<file path="src/hdl/smrf_pkg.sv">
package smrf_pkg;

    // =====================================================================
    // clock
    localparam int unsigned CLK_PERIOD_NS = 10;

    // =====================================================================
    // register byte offsets
    localparam logic [11:0] ADDR_THRESHOLD = 12'h000;
    localparam logic [11:0] ADDR_FLAGS     = 12'h004;
    localparam logic [11:0] ADDR_BANDGAP   = 12'h008;
    localparam logic [11:0] ADDR_STATUS    = 12'h00c;

    // =====================================================================
    // threshold codes and reset values
    localparam logic [7:0] THRESHOLD_RESET = 8'h55;
    localparam logic [7:0] CODE_2V10       = 8'h55;
    localparam logic [7:0] CODE_2V55       = 8'h33;
    localparam logic [7:0] CODE_3V15       = 8'h99;
    localparam logic [7:0] CODE_3V80       = 8'haa;
    localparam logic [1:0] LEVEL_2V10      = 2'h0;
    localparam logic [1:0] LEVEL_2V55      = 2'h1;
    localparam logic [1:0] LEVEL_3V15      = 2'h2;
    localparam logic [1:0] LEVEL_3V80      = 2'h3;
    localparam logic [3:0] FLAGS_RESET     = 4'h0;
    localparam logic       BANDGAP_RESET   = 1'b0;

    // =====================================================================
    // field positions
    localparam int unsigned FLAG_WDT_REG_BIT   = 0;
    localparam int unsigned FLAG_THRESHOLD_BIT = 1;
    localparam int unsigned FLAG_VOLTAGE_BIT   = 2;
    localparam int unsigned FLAG_RESET_REG_BIT = 3;
    localparam int unsigned BANDGAP_EN_BIT     = 3;
    localparam int unsigned STATUS_TIMEOUT_BIT = 0;
    localparam int unsigned STATUS_PDOWN_BIT   = 1;

    // =====================================================================
    // timing
    localparam int unsigned LOW_SUPPLY_QUALIFY_TIME_NS = 20000;
    localparam int unsigned SOFTWARE_RESET_DELAY_NS    = 10000;
    localparam int unsigned RESET_HOLD_TIME_NS         = 1000;
    localparam logic [11:0] QUALIFY_CYCLES =
        12'((LOW_SUPPLY_QUALIFY_TIME_NS + CLK_PERIOD_NS - 1) / CLK_PERIOD_NS);
    localparam logic [11:0] SW_DELAY_CYCLES =
        12'((SOFTWARE_RESET_DELAY_NS + CLK_PERIOD_NS - 1) / CLK_PERIOD_NS);
    localparam logic [11:0] HOLD_CYCLES =
        12'((RESET_HOLD_TIME_NS + CLK_PERIOD_NS - 1) / CLK_PERIOD_NS);

    // =====================================================================
    // sequencer states, gray along hold -> run -> delay
    typedef enum logic [1:0] {
        SMRF_ST_HOLD  = 2'b00,
        SMRF_ST_RUN   = 2'b01,
        SMRF_ST_DELAY = 2'b11
    } smrf_state_t;

endpackage

</file>
<file path="src/hdl/smrf_top.sv">
// Contract
// - monitor on outside idle and sleep; qualified low supply resets all, sets voltage flag
// - low supply not lasting past qualify time is ignored, no reset
// - four threshold codes 55h 33h 99h aah select 2.1 2.55 3.15 3.8 V
// - any other code resets after software delay, sets threshold fault flag
// - bad-code reset restores threshold register to 55h
// - low-supply reset leaves threshold register unchanged
// - threshold register powers up at 55h, the lowest threshold
// - supply-monitor reset disabled during idle or sleep
// - flag bit 2 set on low-supply reset, cleared only by writing zero
// - flag bit 1 set on bad threshold code, cleared only by writing zero
// - bits 7 to 4 of flag and bandgap registers read zero
// - bandgap on when monitor active or bit 3 set; bit resets zero
// - run-mode watchdog time-out does full reset and sets time-out flag
// - sleep watchdog time-out clears only pc and sp, sets time-out flag
// - status flags: power-on clears, low supply keeps, wdt sets per mode
// - after power-on pc is zero and interrupts disabled
// - after power-on watchdog and time bases cleared, timers off
// - after power-on ports are inputs and sp points to stack top
`timescale 1ns/1ps
`default_nettype none

module smrf_top #(
    parameter logic [11:0] QUALIFY_CYCLES  = smrf_pkg::QUALIFY_CYCLES,
    parameter logic [11:0] SW_DELAY_CYCLES = smrf_pkg::SW_DELAY_CYCLES,
    parameter logic [11:0] HOLD_CYCLES     = smrf_pkg::HOLD_CYCLES
) (
    input  wire logic        pclk,
    input  wire logic        presetn,
    input  wire logic        clken,
    input  wire logic        psel,
    input  wire logic        penable,
    input  wire logic        pwrite,
    input  wire logic [11:0] paddr,
    input  wire logic [31:0] pwdata,
    output logic      [31:0] prdata,
    output logic             pready,
    output logic             pslverr,
    input  wire logic        low_supply_in,
    input  wire logic        wdt_timeout,
    input  wire logic        sleep_idle,
    input  wire logic        status_clear,
    input  wire logic        rstc_fault_evt,
    input  wire logic        wdt_ctrl_fault_evt,
    output logic             device_reset,
    output logic             monitor_active,
    output logic      [1:0]  threshold_level,
    output logic             bandgap_output_enable,
    output logic             pc_clear,
    output logic             sp_to_top,
    output logic             int_disable,
    output logic             wdt_tb_clear,
    output logic             timer_off,
    output logic             port_input_mode
);

    // =====================================================================
    // signals
    smrf_pkg::smrf_state_t state;
    smrf_pkg::smrf_state_t next_state;
    logic [11:0]           cnt;
    logic [11:0]           next_cnt;

    logic [11:0]           qual_cnt;
    logic                  low_meta;
    logic                  low_sync;
    logic                  low_qual;
    logic                  active;

    logic [7:0]            threshold_code;
    logic                  code_valid;
    logic [1:0]            decoded_level;

    logic [3:0]            flags;
    logic [3:0]            flag_set;
    logic                  bandgap_bit;
    logic                  timeout_status_flag;
    logic                  powerdown_status_flag;

    logic                  enter_volt;
    logic                  enter_code;
    logic                  enter_wdt;
    logic                  wdt_sleep_evt;

    logic                  setup;
    logic                  wr;
    logic                  mapped;
    logic                  next_hold;

    // =====================================================================
    // apb slave handshake
    assign setup   = psel & ~penable & clken;
    assign wr      = psel & penable & pwrite & clken;
    assign pready  = clken;
    assign mapped  = (paddr == smrf_pkg::ADDR_THRESHOLD)
                   | (paddr == smrf_pkg::ADDR_FLAGS)
                   | (paddr == smrf_pkg::ADDR_BANDGAP)
                   | (paddr == smrf_pkg::ADDR_STATUS);
    assign pslverr = psel & penable & ~mapped;

    // =====================================================================
    // low supply synchroniser
    always_ff @(posedge pclk or negedge presetn) begin
        if (!presetn) begin
            low_meta <= 1'b0;
            low_sync <= 1'b0;
        end else if (clken) begin
            low_meta <= low_supply_in;
            low_sync <= low_meta;
        end
    end

    // =====================================================================
    // qualification of low supply
    assign active = ~sleep_idle;

    always_ff @(posedge pclk or negedge presetn) begin
        if (!presetn) begin
            qual_cnt <= 12'h000;
        end else if (clken) begin
            if (!low_sync || !active || state == smrf_pkg::SMRF_ST_HOLD) begin
                qual_cnt <= 12'h000;
            end else if (qual_cnt != QUALIFY_CYCLES) begin
                qual_cnt <= qual_cnt + 12'h001;
            end
        end
    end

    // only a low level lasting past the qualify time counts
    assign low_qual = low_sync & active
                    & (qual_cnt == QUALIFY_CYCLES);

    // =====================================================================
    // threshold code decode
    always_comb begin
        code_valid    = 1'b1;
        decoded_level = smrf_pkg::LEVEL_2V10;
        case (threshold_code)
            smrf_pkg::CODE_2V10: decoded_level = smrf_pkg::LEVEL_2V10;
            smrf_pkg::CODE_2V55: decoded_level = smrf_pkg::LEVEL_2V55;
            smrf_pkg::CODE_3V15: decoded_level = smrf_pkg::LEVEL_3V15;
            smrf_pkg::CODE_3V80: decoded_level = smrf_pkg::LEVEL_3V80;
            default:             code_valid    = 1'b0;
        endcase
    end

    // =====================================================================
    // reset sequencer
    assign wdt_sleep_evt = clken & wdt_timeout & sleep_idle
                         & (state != smrf_pkg::SMRF_ST_HOLD);

    always_comb begin
        next_state = state;
        next_cnt   = cnt;
        enter_volt = 1'b0;
        enter_code = 1'b0;
        enter_wdt  = 1'b0;
        case (state)
            smrf_pkg::SMRF_ST_HOLD: begin
                if (cnt >= HOLD_CYCLES - 12'h001) begin
                    next_state = smrf_pkg::SMRF_ST_RUN;
                    next_cnt   = 12'h000;
                end else begin
                    next_cnt = cnt + 12'h001;
                end
            end

            smrf_pkg::SMRF_ST_RUN: begin
                if (low_qual) begin
                    next_state = smrf_pkg::SMRF_ST_HOLD;
                    next_cnt   = 12'h000;
                    enter_volt = 1'b1;
                end else if (wdt_timeout && !sleep_idle) begin
                    next_state = smrf_pkg::SMRF_ST_HOLD;
                    next_cnt   = 12'h000;
                    enter_wdt  = 1'b1;
                end else if (!code_valid) begin
                    next_state = smrf_pkg::SMRF_ST_DELAY;
                    next_cnt   = 12'h000;
                end
            end

            smrf_pkg::SMRF_ST_DELAY: begin
                if (low_qual) begin
                    next_state = smrf_pkg::SMRF_ST_HOLD;
                    next_cnt   = 12'h000;
                    enter_volt = 1'b1;
                end else if (wdt_timeout && !sleep_idle) begin
                    next_state = smrf_pkg::SMRF_ST_HOLD;
                    next_cnt   = 12'h000;
                    enter_wdt  = 1'b1;
                end else if (cnt >= SW_DELAY_CYCLES - 12'h001) begin
                    next_state = smrf_pkg::SMRF_ST_HOLD;
                    next_cnt   = 12'h000;
                    enter_code = 1'b1;
                end else begin
                    next_cnt = cnt + 12'h001;
                end
            end

            default: begin
                next_state = smrf_pkg::SMRF_ST_HOLD;
                next_cnt   = 12'h000;
            end
        endcase
    end

    always_ff @(posedge pclk or negedge presetn) begin
        if (!presetn) begin
            state <= smrf_pkg::SMRF_ST_HOLD;
            cnt   <= 12'h000;
        end else if (clken) begin
            state <= next_state;
            cnt   <= next_cnt;
        end
    end

    assign next_hold = (next_state == smrf_pkg::SMRF_ST_HOLD);

    // =====================================================================
    // threshold select register
    always_ff @(posedge pclk or negedge presetn) begin
        if (!presetn) begin
            threshold_code <= smrf_pkg::THRESHOLD_RESET;
        end else if (clken) begin
            if (enter_code) begin
                threshold_code <= smrf_pkg::THRESHOLD_RESET;
            end else if (wr && paddr == smrf_pkg::ADDR_THRESHOLD) begin
                // a low-supply reset never touches this register
                threshold_code <= pwdata[7:0];
            end
        end
    end

    // =====================================================================
    // reset cause flags
    always_comb begin
        flag_set = 4'h0;
        flag_set[smrf_pkg::FLAG_VOLTAGE_BIT]   = enter_volt;
        flag_set[smrf_pkg::FLAG_THRESHOLD_BIT] = enter_code;
        flag_set[smrf_pkg::FLAG_RESET_REG_BIT] = rstc_fault_evt;
        flag_set[smrf_pkg::FLAG_WDT_REG_BIT]   = wdt_ctrl_fault_evt;
    end

    always_ff @(posedge pclk or negedge presetn) begin
        if (!presetn) begin
            flags <= smrf_pkg::FLAGS_RESET;
        end else if (clken) begin
            if (wr && paddr == smrf_pkg::ADDR_FLAGS) begin
                flags <= (flags & pwdata[3:0]) | flag_set;
            end else begin
                flags <= flags | flag_set;
            end
        end
    end

    // =====================================================================
    // bandgap control register
    always_ff @(posedge pclk or negedge presetn) begin
        if (!presetn) begin
            bandgap_bit <= smrf_pkg::BANDGAP_RESET;
        end else if (clken) begin
            if (wr && paddr == smrf_pkg::ADDR_BANDGAP) begin
                bandgap_bit <= pwdata[smrf_pkg::BANDGAP_EN_BIT];
            end
        end
    end

    // =====================================================================
    // timeout and powerdown status
    always_ff @(posedge pclk or negedge presetn) begin
        if (!presetn) begin
            timeout_status_flag   <= 1'b0;
            powerdown_status_flag <= 1'b0;
        end else if (clken) begin
            // low-supply reset leaves both flags alone
            timeout_status_flag <= (timeout_status_flag & ~status_clear)
                                 | enter_wdt | wdt_sleep_evt;
            powerdown_status_flag <= (powerdown_status_flag & ~status_clear)
                                   | wdt_sleep_evt;
        end
    end

    // =====================================================================
    // reset effect outputs
    always_ff @(posedge pclk or negedge presetn) begin
        if (!presetn) begin
            device_reset    <= 1'b1;
            pc_clear        <= 1'b1;
            int_disable     <= 1'b1;
            wdt_tb_clear    <= 1'b1;
            timer_off       <= 1'b1;
            port_input_mode <= 1'b1;
            sp_to_top       <= 1'b1;
        end else if (clken) begin
            device_reset    <= next_hold;
            pc_clear        <= next_hold | wdt_sleep_evt;
            sp_to_top       <= next_hold | wdt_sleep_evt;
            int_disable     <= next_hold;
            wdt_tb_clear    <= next_hold;
            timer_off       <= next_hold;
            port_input_mode <= next_hold;
        end
    end

    // =====================================================================
    // monitor and bandgap outputs
    always_ff @(posedge pclk or negedge presetn) begin
        if (!presetn) begin
            monitor_active        <= 1'b1;
            bandgap_output_enable <= 1'b1;
            threshold_level       <= smrf_pkg::LEVEL_2V10;
        end else if (clken) begin
            monitor_active        <= active;
            bandgap_output_enable <= active | bandgap_bit;
            threshold_level       <= decoded_level;
        end
    end

    // =====================================================================
    // read data, latched in the setup cycle
    always_ff @(posedge pclk or negedge presetn) begin
        if (!presetn) begin
            prdata <= 32'h0000_0000;
        end else if (setup) begin
            prdata <= 32'h0000_0000;
            case (paddr)
                smrf_pkg::ADDR_THRESHOLD: prdata[7:0] <= threshold_code;
                smrf_pkg::ADDR_FLAGS:     prdata[3:0] <= flags;
                smrf_pkg::ADDR_BANDGAP:
                    prdata[smrf_pkg::BANDGAP_EN_BIT] <= bandgap_bit;
                smrf_pkg::ADDR_STATUS: begin
                    prdata[smrf_pkg::STATUS_TIMEOUT_BIT] <= timeout_status_flag;
                    prdata[smrf_pkg::STATUS_PDOWN_BIT]   <= powerdown_status_flag;
                end
                default: prdata <= 32'h0000_0000;
            endcase
        end
    end

endmodule

`default_nettype wire

</file>
<file path="config.mk">
export PLATFORM = sky130hd
export DESIGN_NAME = smrf_top
export DESIGN_NICKNAME = d
export VERILOG_FILES = /design/src/hdl/smrf_pkg.sv /design/src/hdl/smrf_top.sv
export SDC_FILE = /design/constraint.sdc
export NUM_CORES = 1
export LEC_CHECK = 0
export BUFFER_PORTS_ARGS = -buffer_cell sky130_fd_sc_hd__buf_2
export CAP_MARGIN = 20
export CORE_MARGIN = 2
export CORE_UTILIZATION = 40
export CTS_CLUSTER_DIAMETER = 150
export DETAILED_ROUTE_END_ITERATION = 10
export SLEW_MARGIN = 20
export SYNTH_ARGS = -nofsm -noshare
export SYNTH_HDL_FRONTEND = slang
export SYNTH_SLANG_ARGS = --single-unit
</file>
<file path="constraint.sdc">
create_clock -name pclk -period 2.9 [get_ports pclk]
set_input_delay 0.145 -clock pclk [delete_from_list [all_inputs] [get_ports pclk]]
set_output_delay 0.145 -clock pclk [all_outputs]
set_load 0.05 [all_outputs]
</file>
==> impl_metrics.py, run 1 <==
metrics = {
    "status": {
        "status": "finished clean",
    },
    "finish": {
        "area_growth_pct": 14.8,
        "final.fill_count": 800,
        "drive_above_1_share": 0.211,
        "antenna_cells": 0,
        "layout.nets": 471,
        "instances_no_fill": 518,
        "utilization": 0.465,
        "final_area_um2": 3760,
    },
    "routing": {
        "wirelength_um": 7020,
        "drt-pass1-iter-count": 4,
        "viasPerCell": 5.15,
        "drt_iter0_drc": 122,
        "num_vias": 2668,
        "ant_nets": 0,
        "drc": 0,
        "routedWlPerCell_um": 13.6,
    },
    "global_routing": {
        "grt_overflow": 0,
        "first_global_vias": 2398,
        "grtUsageTotal": 0.162,
        "grt_antenna_before_repair": 0,
        "grt_pass1_wl_um": 11300,
        "grt_max_degree": 58,
    },
    "critical_path": {
        "path_max_fanout": 9,
        "startpoint_type": "flip-flop",
        "worstSetupPathType": "reg -> reg",
        "rrSetupSlack_ns": 0.38,
        "cp-end-kind": "flip-flop",
        "crit_start": "cnt[0]",
        "critPathArrivalTime_ns": 2.78,
        "reg2reg_to": "cnt[2]",
        "crit_required_ns": 3.17,
        "r2r_start": "cnt[0]",
        "rr_worst_depth": 7,
    },
    "logic_synthesis": {
        "yosysSeqAreaShare": 0.438,
        "yosysMostFrequentCell": "dfrtp_1",
        "synthTopCellsByCount": "49 x dfrtp_1, 43 x nand2_1, 36 x nor2_1, 30 x buf_4, 21 x o21ai_0",
        "yosysTopAreaCellShare": 0.374,
        "synth_area_per_cell_um2": 9.21,
        "ys_warn_count": 0,
        "yosysTopAreaCell": "dfrtp_1",
        "syn_area_um2": 3280,
        "synth_edf_count": 0,
        "ys_ff_latch": 57,
        "async_flop_share": 1.00,
        "synth_area_leaders": "dfrtp_1 37%, buf_4 6.9%, dfstp_2 6.4%",
        "synth_flop_cell": "dfrtp_1",
        "syn_inst": 356,
        "synth.distinct_cells": 57,
    },
    "timing": {
        "fin_tns_setup_ns": 0,
        "fin_crit_ns": 2.52,
        "post-route-period-util": 0.868,
        "finClkSkew_ns": 0.00611,
        "max_freq_mhz": 397,
        "rsz0062_at_grt": "false",
        "setup_viol": 0,
        "slew_headroom": 0.505,
        "slew_violations": 0,
        "hold_viol": 0,
        "hold_slack_ns": 0.0278,
        "worst_pin_slew_ns": 0.739,
    },
    "floorplanning": {
        "row_count": 33,
        "dieArea_um2": 8940,
        "start_util": 0.405,
        "pin_count": 101,
        "core_um2": 8090,
        "dieHeight_um": 94.5,
        "dieWidth_um": 94.5,
    },
    "placement": {
        "place_congestion": 0.876,
        "place_inst": 499,
        "dpl_cell_area_um2": 3500,
        "hpwlAfterDp_um": 5010,
        "port_buffers": 52,
    },
    "min_path": {
        "hp-start": "pwdata[6]",
        "min_path_cells": 3,
        "hold_path.class": "in -> reg",
        "min_to": "threshold_code[6]",
    },
    "clocking": {
        "numCtsBuffers": 9,
        "post-cts-setup-buffer-count": 0,
        "htreeDepth": 3,
        "clock_latency_ns": 0.33,
        "cts_tree": "done",
        "cts-root-buf": "clkbuf_8",
        "cts_max_path_buffers": 2,
        "clk_pin_slew_ns": 0.07,
        "cts_sinks": 57,
    },
    "pwr": {
        "power-per-cell-area_nw_per_um2": 603,
        "p_leak_nw": 1.77,
        "peakVddDrop_mv": 0.305,
    },
    "run": {
        "cap_viol_max_count": 0,
    },
}
## worst max-delay path by stage
stage / end / slack [ns]
after floorplan: cnt[5] / 0.69
after global placement: cnt[2] / 0.44
after detailed placement: cnt[2] / 0.38
after CTS: cnt[2] / 0.36
after global routing: cnt[7] / 0.20
final: cnt[2] / 0.38
## power breakdown
group	total [mW]	switching, mW	internal [mW]	leakage, nW
clock	0.851	0.320	0.531	0.109
sequential	0.893	0.0440	0.849	0.747
combinational	0.526	0.383	0.143	0.915
## critical path, cell delays in order (launching register included)
cell and delay [ns]:
dfrtp_1 0.40, ha_1 0.25, or4_1 0.44, a311oi_2 0.42, a32oi_2 0.11, or2_1 0.37, nor2b_4 0.29, a22o_1 0.17
## cells by family (layout without fill, tap and decap cells)
logic type / after synthesis / after routing / share of synthesized area
simple gates: 144 / 144 / 0.219
compound gates: 76 / 76 / 0.166
flops: 57 / 57 / 0.438
buf+inv: 55 / 89 / 0.102
xor+xnor: 9 / 9 / 0.0240
fa+ha+maj: 7 / 7 / 0.0267
mux: 7 / 7 / 0.0225
other cells: 1 / 24 / 0.00114
## routing by layer
metal | vias up | track usage | part of all wire
met5 | - | 0 | 0
met4 | 0 | 0.0556 | 0.017
met3 | 13 | 0.0431 | 0.053
met2 | 76 | 0.271 | 0.47
met1 | 1256 | 0.201 | 0.46
li1 | 1323 | - | -
## metrics by stage
step | total power, mW | setup slack (ns)
finish | 2.27 | 0.382
global route | 2.39 | 0.204
CTS | 2.30 | 0.358
detailed placement | 1.43 | 0.376
global placement | 1.43 | 0.445
floorplan | 1.39 | 0.690
## state kept, by name, indices dropped and copies added, names as in the netlist
signal and cells:
port_input_mode 1, powerdown_status_flag 1, threshold_code 8, state 2, threshold_level 2, sp_to_top 1, low_sync 1, prdata 8
qual_cnt 12, monitor_active 1, flags 4, cnt 12, bandgap_output_enable 1, low_meta 1, bandgap_bit 1, timeout_status_flag 1
## cell type report
cell class | instances | area, µm² | area share
Inverter | 14 | 52.6 | 0.0140
Timing Repair Buffer | 59 | 320 | 0.0851
Multi-Input combinational cell | 267 | 1590 | 0.423
Clock inverter | 4 | 75.1 | 0.0199
Sequential cell | 57 | 1440 | 0.382
Tap cell | 105 | 131 | 0.0349
Clock buffer | 12 | 155 | 0.0412
## cell usage in the layout (no fill, tap or decap), types with 5 or more instances in the layout
cell type and instances:
buf_2 52, dfrtp_1 49, nand2_1 43, nor2_1 36, conb_1 24, o21ai_0 21
nand3_1 16, inv_1 14, a22o_1 11, clkbuf_8 11, a31oi_1 9, and3_1 8
nand4_1 8, dfstp_2 8, ha_1 7, nor3_1 5, xnor2_1 5, o31ai_1 5
## timing repair
action | CTS | global route
resized for setup | 0 | 0
endpoints found under the setup margin | 0 | 0
hold buffers | 3 | 0
hold endpoints to repair | 51 | 0
Note: power is estimated with default switching activity, not from simulation.
==> inputs of run 2 (changes only) <==
--- a/config.mk
+++ b/config.mk
@@ -5,12 +5,11 @@
 export SDC_FILE = /design/constraint.sdc
 export NUM_CORES = 1
 export LEC_CHECK = 0
-export BUFFER_PORTS_ARGS = -buffer_cell sky130_fd_sc_hd__buf_2
 export CAP_MARGIN = 20
-export CORE_MARGIN = 2
 export CORE_UTILIZATION = 40
 export CTS_CLUSTER_DIAMETER = 150
 export DETAILED_ROUTE_END_ITERATION = 10
+export DONT_BUFFER_PORTS = 1
 export SLEW_MARGIN = 20
 export SYNTH_ARGS = -nofsm -noshare
 export SYNTH_HDL_FRONTEND = slang
==> impl_metrics.py, run 2 (synthesis results as in run 1) <==
metrics = {
    "critical_path": {
        "critPathArrivalTime_ns": 2.79,
        "path_cells": "ha_1 -> or4_1 -> a311oi_2 -> a32oi_2 -> or2_1 -> nor2b_4 -> a22o_1",
        "cp-end-kind": "flip-flop",
        "crit_required_ns": 3.17,
        "cp_slowest_stage_delay_ns": 0.44,
        "crit_slowest_cell": "or4_1",
        "worstSetupPathType": "reg -> reg",
        "path_max_fanout": 9,
        "startpoint_type": "flip-flop",
    },
    "finish": {
        "final_cell_mix": "49 x dfrtp_1, 43 x nand2_1, 36 x nor2_1",
        "final_area_um2": 3700,
        "final.fill_count": 745,
        "antenna_cells": 0,
        "top_regs": "cnt (12), qual_cnt (12)",
        "layout.nets": 434,
        "area_growth_pct": 12.7,
        "final_common_cell": "dfrtp_1",
        "drive_above_1_share": 0.0957,
    },
    "min_path": {
        "hold_path.class": "in -> reg",
    },
    "clocking": {
        "cts_resized": 0,
        "cts-root-buf": "clkbuf_8",
        "clk_pin_slew_ns": 0.06,
        "numCtsBuffers": 9,
        "cts_sinks": 57,
        "cts_tree": "done",
        "cts_max_path_buffers": 2,
        "htreeDepth": 3,
        "clock_latency_ns": 0.34,
    },
    "timing": {
        "setup_viol": 0,
        "finClkSkew_ns": 0.0102,
        "setup_slack_ns": 0.378,
        "slew_headroom": 0.413,
        "max_freq_mhz": 396,
        "fin_tns_setup_ns": 0,
        "rsz0062_at_grt": "false",
        "post-route-period-util": 0.870,
        "slew_violations": 0,
        "fin_crit_ns": 2.52,
        "hold_viol": 0,
        "worst_pin_slew_ns": 0.876,
    },
    "routing": {
        "viasPerCell": 5.46,
        "drt-pass1-iter-count": 4,
        "routedWlPerCell_um": 15.1,
        "ant_nets": 0,
        "drc": 0,
        "num_vias": 2609,
        "drt_iter0_drc": 130,
        "wirelength_um": 7230,
    },
    "global_routing": {
        "grt_overflow": 0,
        "grt_pass1_wl_um": 12100,
        "grt_max_degree": 58,
        "first_global_vias": 2532,
        "grt_antenna_before_repair": 0,
        "grtUsageTotal": 0.182,
    },
    "pwr": {
        "intPower_mw": 1.64,
        "comb_power_share": 0.173,
        "power_frac_seq": 0.414,
        "switching_share": 0.312,
        "pwr-share-clk": 0.412,
        "peakVddDrop_mv": 0.311,
        "power-per-cell-area_nw_per_um2": 644,
        "switching_power_uw": 742,
        "p_leak_nw": 1.64,
    },
    "floorplanning": {
        "core_um2": 7850,
        "dieHeight_um": 92.5,
        "dieArea_um2": 8560,
        "dieWidth_um": 92.5,
        "row_count": 32,
        "start_util": 0.418,
        "pin_count": 101,
    },
    "placement": {
        "hpwlAfterDp_um": 4850,
        "port_buffers": 0,
        "place_congestion": 0.831,
        "place_worst_setup_slack_ns": 0.385,
        "dpl_cell_area_um2": 3240,
    },
    "status": {
        "status": "finished clean",
    },
    "run": {
        "cap_viol_max_count": 0,
    },
}
run 2: cell count changes in the layout (fill, tap and decap cells not counted):
cell           previous run  this run
dlygate4sd3_1             3        17
clkinvlp_4                2         0
clkinv_2                  0         2
clkbuf_8                 11         9
buf_2                    52         0
bufinv_16                 2         4
buf_16                    0         1
run 2: what timing repair did:
item / CTS / global route
hold buffers: 18 / 0
buffers inserted: 0 / 0
hold endpoints to repair: 82 / 0
run 2: power groups by stage:
stage | clock network [mW] | logic, mW | registers, mW
after floorplan | 0 | 0.445 | 0.941
after global placement | 0 | 0.359 | 1.00
after detailed placement | 0 | 0.368 | 1.00
after CTS | 0.998 | 0.414 | 0.987
after global routing | 1.04 | 0.454 | 0.993
final | 0.982 | 0.412 | 0.986
run 2: path summary, 6_finish.rpt:
| check | start | end | slack, ns | depth (start not counted) |
|---|---|---|---|---|
| worst max-delay path | cnt[0] | cnt[3] | 0.38 | 7 |
| worst min-delay path | clken | qual_cnt[0] | 0.02 | 2 |
| worst max register to register | cnt[0] | cnt[3] | 0.38 | 7 |
| worst min register to register | timeout_status_flag | timeout_status_flag | 0.50 | 1 |
| max in group asynchronous | presetn | monitor_active | 2.27 | 2 |
| min in group asynchronous | presetn | prdata[2] | 0.34 | 2 |
run 2: layout make-up:
type | count | area [µm²] | area share
Clock buffer | 10 | 128 | 0.0345
Clock inverter | 6 | 130 | 0.0352
Inverter | 14 | 52.6 | 0.0142
Multi-Input combinational cell | 267 | 1590 | 0.431
Sequential cell | 57 | 1440 | 0.389
Tap cell | 102 | 128 | 0.0345
Timing Repair Buffer | 22 | 228 | 0.0616
run 2: stage by stage:
stage,power (mW),utilization,hold WS [ns],cells
finish,2.38,0.471,0.0186,478
global route,2.49,0.471,0.0434,478
CTS,2.40,0.471,0.00211,478
detailed placement,1.37,0.413,-0.150,444
global placement,1.36,0.413,-0.150,444
floorplan,1.39,-,-0.151,379
run 2: metal layers:
metal | global-route usage | wire [µm]
met2 | 0.296 | 3380
met5 | 0 | 0
met4 | 0.0742 | 124
met3 | 0.0386 | 344
met1 | 0.235 | 3390
run 2: worst max-delay path: cells and delay by family, from the launching register on:
kind | cells | cell delay [ns]
DFF | 1 | 0.40
and+or+nand+nor | 3 | 1.12
adders and majority gates | 1 | 0.25
AOI/OAI and AO/OA | 3 | 0.69
